`src/rtl/xcvr_status_pkg.sv`:
```
// constants and carrier types for the transceiver status and mode register group
// assumes a single 100 MHz clock and an 8-bit register port with 8-bit offsets
// Functional notes
// - supply warning bit 3 reads one while supply below warning threshold
// - thermal shutdown bit 1 reads one while die above shutdown threshold
// - corruption flag bit 7 of integrity status disables driver, tristates outputs
// - corruption forces regulator on and clock output toggling every sys_clk cycle, at half the sys_clk rate
// - software reset bit clears itself after the reset is applied; write only
package xcvr_status_pkg;
	localparam logic [7:0] LIVE_STATUS_OFS = 8'h02;
	localparam logic [7:0] INTEGRITY_STATUS_OFS = 8'h03;
	localparam logic [7:0] SW_RESET_CTRL_OFS = 8'h04;
	localparam int LINE_LVL_BIT = 7;
	localparam int AUX_LVL_BIT = 6;
	localparam int DRV_FAULT_BIT = 4;
	localparam int SUP_WARN_BIT = 3;
	localparam int SUP_UV_BIT = 2;
	localparam int THERM_SD_BIT = 1;
	localparam int THERM_WARN_BIT = 0;
	localparam int CORRUPT_BIT = 7;
	localparam int SW_RESET_BIT = 7;
	localparam logic [7:0] INTEGRITY_RESET = 8'h00;
	localparam logic [7:0] RDATA_RESET = 8'h00;
	localparam logic [1:0] CLKDIV_RESET = 2'h0;

	typedef struct packed {
		logic line_low;
		logic aux_low;
		logic drv_fault;
		logic sup_warn;
		logic sup_uv;
		logic therm_sd;
		logic therm_warn;
		logic corrupt;
	} monitor_t;

	typedef struct packed {
		logic drv_enable;
		logic rx_oe;
		logic line_ind_oe;
		logic reg33_force;
		logic clk_out_en;
	} override_t;
endpackage : xcvr_status_pkg

```
`src/rtl/xcvr_status_regs.sv`:
```
// status and mode register group of the line transceiver
// assumes a synchronous single-cycle register port on sys_clk, monitors asynchronous
`timescale 1ns/1ps
module xcvr_status_regs
	import xcvr_status_pkg::*;
(
	input wire logic sys_clk,
	input wire logic sys_rst,
	input wire logic reg_wr,
	input wire logic reg_rd,
	input wire logic [7:0] reg_addr,
	input wire logic [7:0] reg_wdata,
	output logic [7:0] reg_rdata,
	input wire logic line_pin,
	input wire logic aux_pin,
	input wire logic drv_fault_in,
	input wire logic sup_warn_in,
	input wire logic sup_uv_in,
	input wire logic therm_sd_in,
	input wire logic therm_warn_in,
	input wire logic corrupt_in,
	output logic line_drv_en,
	output logic rx_oe,
	output logic line_indicator_output_oe,
	output logic reg33_force_on,
	output logic clk_out_en,
	output logic clk_out,
	output logic soft_reset_pulse
);
	monitor_t mon_raw;
	monitor_t mon_s;
	logic [7:0] live_status;
	logic [7:0] integrity_q;
	logic sw_reset_q;
	logic [7:0] rdata_d;
	logic clk_div_q;

	assign mon_raw = '{line_low: ~line_pin, aux_low: ~aux_pin, drv_fault: drv_fault_in,
		sup_warn: sup_warn_in, sup_uv: sup_uv_in, therm_sd: therm_sd_in,
		therm_warn: therm_warn_in, corrupt: corrupt_in};

	mon_sync u_sync (
		.sys_clk(sys_clk),
		.sys_rst(sys_rst),
		.async_in(mon_raw),
		.sync_out(mon_s)
	);

	// ****************************************
	// live status assembly
	// ****************************************
	always_comb begin
		live_status = 8'h00;
		live_status[LINE_LVL_BIT] = mon_s.line_low;
		live_status[AUX_LVL_BIT] = mon_s.aux_low;
		live_status[DRV_FAULT_BIT] = mon_s.drv_fault;
		live_status[SUP_WARN_BIT] = mon_s.sup_warn;
		live_status[SUP_UV_BIT] = mon_s.sup_uv;
		live_status[THERM_SD_BIT] = mon_s.therm_sd;
		live_status[THERM_WARN_BIT] = mon_s.therm_warn;
	end

	// ****************************************
	// software reset, self clearing
	// ****************************************
	always_ff @(posedge sys_clk or posedge sys_rst) begin
		if (sys_rst) begin
			sw_reset_q <= 1'b0;
		end else if (sw_reset_q) begin
			sw_reset_q <= 1'b0;
		end else begin
			sw_reset_q <= reg_wr && reg_addr == SW_RESET_CTRL_OFS
				&& reg_wdata[SW_RESET_BIT];
		end
	end

	always_ff @(posedge sys_clk or posedge sys_rst) begin
		if (sys_rst) begin
			soft_reset_pulse <= 1'b0;
		end else begin
			soft_reset_pulse <= sw_reset_q;
		end
	end

	// ****************************************
	// integrity flag
	// ****************************************
	always_ff @(posedge sys_clk or posedge sys_rst) begin
		if (sys_rst) begin
			integrity_q <= INTEGRITY_RESET;
		end else if (mon_s.corrupt) begin
			integrity_q[CORRUPT_BIT] <= 1'b1;
		end else if (sw_reset_q) begin
			integrity_q <= INTEGRITY_RESET;
		end else begin
			integrity_q[CORRUPT_BIT] <= 1'b0;
		end
	end

	// ****************************************
	// read port; mode register reads zero
	// ****************************************
	always_comb begin
		rdata_d = 8'h00;
		unique case (reg_addr)
			LIVE_STATUS_OFS: rdata_d = live_status;
			INTEGRITY_STATUS_OFS: rdata_d = integrity_q;
			default: rdata_d = 8'h00;
		endcase
	end

	always_ff @(posedge sys_clk or posedge sys_rst) begin
		if (sys_rst) begin
			reg_rdata <= RDATA_RESET;
		end else if (reg_rd) begin
			reg_rdata <= rdata_d;
		end
	end

	// ****************************************
	// corruption overrides
	// ****************************************
	always_ff @(posedge sys_clk or posedge sys_rst) begin
		if (sys_rst) begin
			line_drv_en <= 1'b1;
			rx_oe <= 1'b1;
			line_indicator_output_oe <= 1'b1;
			reg33_force_on <= 1'b0;
			clk_out_en <= 1'b0;
		end else begin
			line_drv_en <= ~integrity_q[CORRUPT_BIT];
			rx_oe <= ~integrity_q[CORRUPT_BIT];
			line_indicator_output_oe <= ~integrity_q[CORRUPT_BIT];
			reg33_force_on <= integrity_q[CORRUPT_BIT];
			clk_out_en <= integrity_q[CORRUPT_BIT];
		end
	end

	// clock output toggles each cycle while enabled, stands low otherwise
	always_ff @(posedge sys_clk or posedge sys_rst) begin
		if (sys_rst) begin
			clk_div_q <= 1'b0;
			clk_out <= 1'b0;
		end else begin
			clk_div_q <= integrity_q[CORRUPT_BIT] ? ~clk_div_q : 1'b0;
			clk_out <= clk_div_q;
		end
	end
endmodule : xcvr_status_regs

```
`src/rtl/mon_sync.sv`:
```
// two flip-flop synchroniser for the analog monitor inputs
// assumes the inputs are asynchronous levels
`timescale 1ns/1ps
module mon_sync
	import xcvr_status_pkg::*;
(
	input wire logic sys_clk,
	input wire logic sys_rst,
	input wire monitor_t async_in,
	output monitor_t sync_out
);
	monitor_t meta_q;

	always_ff @(posedge sys_clk or posedge sys_rst) begin
		if (sys_rst) begin
			meta_q <= '0;
			sync_out <= '0;
		end else begin
			meta_q <= async_in;
			sync_out <= meta_q;
		end
	end
endmodule : mon_sync

```
`config.mk`:
```
export PLATFORM = sky130hd
export DESIGN_NAME = xcvr_status_regs
export DESIGN_NICKNAME = d
export VERILOG_FILES = /design/src/rtl/xcvr_status_pkg.sv /design/src/rtl/xcvr_status_regs.sv /design/src/rtl/mon_sync.sv
export SDC_FILE = /design/constraint.sdc
export NUM_CORES = 1
export LEC_CHECK = 0
export ABC_AREA = 1
export ABC_CLOCK_PERIOD_IN_PS = 2300
export BUFFER_PORTS_ARGS = -buffer_cell sky130_fd_sc_hd__buf_2
export CORE_MARGIN = 2
export CORE_UTILIZATION = 45
export DETAILED_ROUTE_END_ITERATION = 6
export PLACE_DENSITY = 0.76
export REMOVE_ABC_BUFFERS = 1
export SYNTH_ARGS = -nofsm -noshare
export SYNTH_HDL_FRONTEND = slang
export SYNTH_SLANG_ARGS = --single-unit
```
`constraint.sdc`:
```
create_clock -name sys_clk -period 2.3 [get_ports sys_clk]
set_input_delay 0.575 -clock sys_clk [delete_from_list [all_inputs] [get_ports sys_clk]]
set_output_delay 0.575 -clock sys_clk [all_outputs]
set_load 0.05 [all_outputs]
```
After elaboration in Yosys (flattened, before gate mapping)
Index checks and enable logic that the tools add are counted.
{"block": "totals", "ff_bits": 31, "word_cells": 37, "out_inout_bits": 15}
{"block": "classes", "eq_ne": 3, "reduce_logical": 2, "n_bitwise": 4, "n_mux": 4}
{"cell": "$eq A8 B2 Y1 const B", "n": 2}
{"cell": "$pmux W8 S2", "n": 1}
{"cell": "$eq A8 B3 Y1 const B", "n": 1}
{"cell": "$not A1 Y1", "n": 4}
{"cell": "$mux W1", "n": 3}
{"cell": "$logic_and A1 B1 Y1", "n": 2}

Depth between registers and ports, before layout
{"block": "logic_depth", "ltp_word": 4, "mapped_depth": 7, "ltp_nobuf": 7}

By module
A second synthesis with hierarchy kept.
{"block": "hier_totals", "hier_cells": 89, "area_unflattened_um2": 1019.7}
{"mod": "xcvr_status_regs", "area_each_um2": 615.6, "cells_per_inst": 72, "instances": 1, "seq_area_each_um2": 351.6}
{"mod": "mon_sync", "area_each_um2": 404.1, "cells_per_inst": 17, "instances": 1, "seq_area_each_um2": 400.4}

Least setup slack after synthesis
No wires, ideal clock.
{"block": "synth_timing", "kind": "register to output", "from": "register line_indicator_output_oe", "to": "output port line_indicator_output_oe", "t_arrival_ps": 928, "path_stages_with_launch": 2, "slack_ps": 797, "n_path_buf": 1, "required_time_ps": 1725, "path_cell_list": "dfstp_2 buf_4"}
{"item": "start: declaration", "line": "xcvr_status_regs.sv:24", "text": "output logic line_indicator_output_oe,"}
{"item": "start signal: assignment", "line": "xcvr_status_regs.sv:133", "text": "line_indicator_output_oe <= ~integrity_q[CORRUPT_BIT];"}
No word-level cell between the ends.

==> impl_metrics.ini <==
[status]
status = completed

[pwr]
p_per_area_mw_per_mm2 = 744.2
leakagePower_nw = 0.6939
p_total_uw = 933.0
ir_drop_uv = 537.3

[detailed_routing]
ant_nets = 0
drt-total-wl_mm = 1.356
vias = 645
drtPass1Iterations = 4
via_per_inst = 4.188
drc_errors = 0
drt-initial-drc-count = 4
wl_per_cell_um = 8.805

[clock_tree]
clkLatencyLatePin_ns = 0.30
clockRootBuffer = clkbuf_4
postCtsHoldBufs = 0
path_clk_slew_ns = 0.08
clockBufferDepth = 2
cts_setup_buffers = 0
htreeDepth = 2
cts_tree = done
cts_made_buffers = 5
cts_resized = 0
cts_sinks = 30

[floorplan]
dieHeight_um = 51.52
start_util_pct = 46.83
dieWidth_um = 51.52
dieArea_mm2 = 0.002654
io_pins = 43
fp.coreArea_mm2 = 0.002170
floorplan.rows = 17

[synthesis]
ys_warn_count = 0
yosysUniqueCellTypes = 16
synth.avg_cell_area_um2 = 11.55
ys_top_cells_by_area = dfrtp_1 71%, nand2_1 8.5%, inv_1 4.4%
syn-cell-area_mm2 = 0.001016
synthCells = 88
synth-seq-area-share_pct = 74.01
yosys.area.top_type = dfrtp_1
ys_ff_latch = 30
synth_top_area_share_pct = 71.43

[sta]
finalSetupViolCount = 0
period_share_pct = 72.81
rsz0062_at_grt = no
setup_tns_ns = 0
hold_violations = 0
hold_ws_ns = 0.2773
period_needed_ns = 1.675
timing.fmax_mhz = 597.2
maxSlewViolCount = 0
clock_skew_ns = 0.003242

[finish]
multi_input_area_um2 = 183.9
final_cell_mix = 34 x buf_2, 29 x dfrtp_1, 23 x nand2_1
areaGrowthSynthToFinish_pct = 23.40
nFillCells = 193
final_layout_size_suffix_gt1_share_pct = 37.30
antenna_cells = 0
seqCellArea_um2 = 752.0
finish.net_count = 153
fin_cells = 154
layout_commonest_cell = buf_2

[setup_path]
critical_path.max_stage_delay_ns = 0.54
required_ns = 1.73
path_max_fanout = 3
crit_buf_inv = 1
end_kind = output port
crit_chain = buf_2
cp_top_family = flip-flops
path_class = flip-flop to output port
critPathArrivalTime_ns = 1.10
cp_slowest_cell = dfstp_2
critPathLaunchType = flip-flop

[global_route]
grt_pass1_wl_mm = 2.546
grt_max_degree = 18
grtUsageTotal_pct = 13.57
grt.overflow.total = 0
grt_pass1_vias = 666
grt_antenna_before_repair = 0

[min_path]
hold_path_class = primary input to asynchronous set/reset pin

[placed_design]
io_buffer_count = 34
gp_congestion = 0.8221
post-place-cells = 146
hpwl_mm = 1.056

[job]
cap_violations = 0
-- cells in the mapped netlist (all sizes together) --
cell    n
inv    12
nand2  24
dfrtp  29
nand4   1
nor3    1
dfstp   1
conb    1
nand3   2
buf     5
nor2    6
o21ai   6
-- cells by family (layout without fill, tap and decap cells) --
logic type	count (synthesis)	count (layout)	synth area share, %
flip-flops	30	30	74.02
buffers and inverters	17	55	7.881
AND/OR/NAND/NOR	34	34	14.41
AO/OA/AOI/OAI	6	6	3.325
other	1	1	0.3691
-- through the flow --
stage | instance area, um^2 | utilization (%) | setup slack, ns
floorplan | 980.9 | - | 0.7356
global placement | 1194 | 55.02 | 0.9653
detailed placement | 1194 | 55.02 | 0.9482
CTS | 1254 | 57.79 | 0.5973
global route | 1254 | 57.79 | 0.5609
finish | 1254 | 57.79 | 0.6254
-- flip-flops by register name, indices dropped and copies added (netlist names) --
signal	count
reg_rdata	7
clk_out_en	1
clk_out	1
sw_reset_q	1
u_sync.meta_q	8
clk_div_q	1
line_indicator_output_oe	1
soft_reset_pulse	1
integrity_q	1
u_sync.sync_out	8
-- power by group --
group          internal, mW  switching, mW
Clock                 0.148          0.155
Sequential            0.547        0.00559
Combinational        0.0225         0.0548
-- final cells by class --
type,instances,share of cell area [%]
repair buffers,35,14.17
inverters,12,3.593
clock inverters,1,0.3992
multi-input cells,41,14.67
well taps,28,2.794
clock buffers,7,4.391
flip-flops and latches,30,59.98
-- routing by layer --
| metal | share of wire (%) | routed length (um) | vias to the layer above | global-route usage (%) |
|---|---|---|---|---|
| li1 | - | - | 331 | - |
| met1 | 41 | 560 | 281 | 14.86 |
| met2 | 48 | 649 | 27 | 21.79 |
| met3 | 7.4 | 101 | 6 | 5.172 |
| met4 | 3.3 | 45 | 0 | 9.211 |
| met5 | 0 | 0 | - | 0 |
-- final timing paths --
path,from,end,slack (ns),depth (start not counted)
worst max-delay path,line_indicator_output_oe$_DFF_PP1_,line_drv_en,0.63,1
worst min-delay path,sys_rst,u_sync.meta_q[4]$_DFF_PP0_,0.28,2
worst max register to register,integrity_q[7]$_DFF_PP0_,reg_rdata[7]$_DFFE_PP0P_,1.47,6
worst min register to register,u_sync.meta_q[6]$_DFF_PP0_,u_sync.sync_out[6]$_DFF_PP0_,0.35,0
max in group asynchronous,sys_rst,u_sync.meta_q[3]$_DFF_PP0_,1.44,3
min in group sys_clk,u_sync.meta_q[6]$_DFF_PP0_,u_sync.sync_out[6]$_DFF_PP0_,0.35,0
Note: power is estimated with default switching activity, not from simulation.
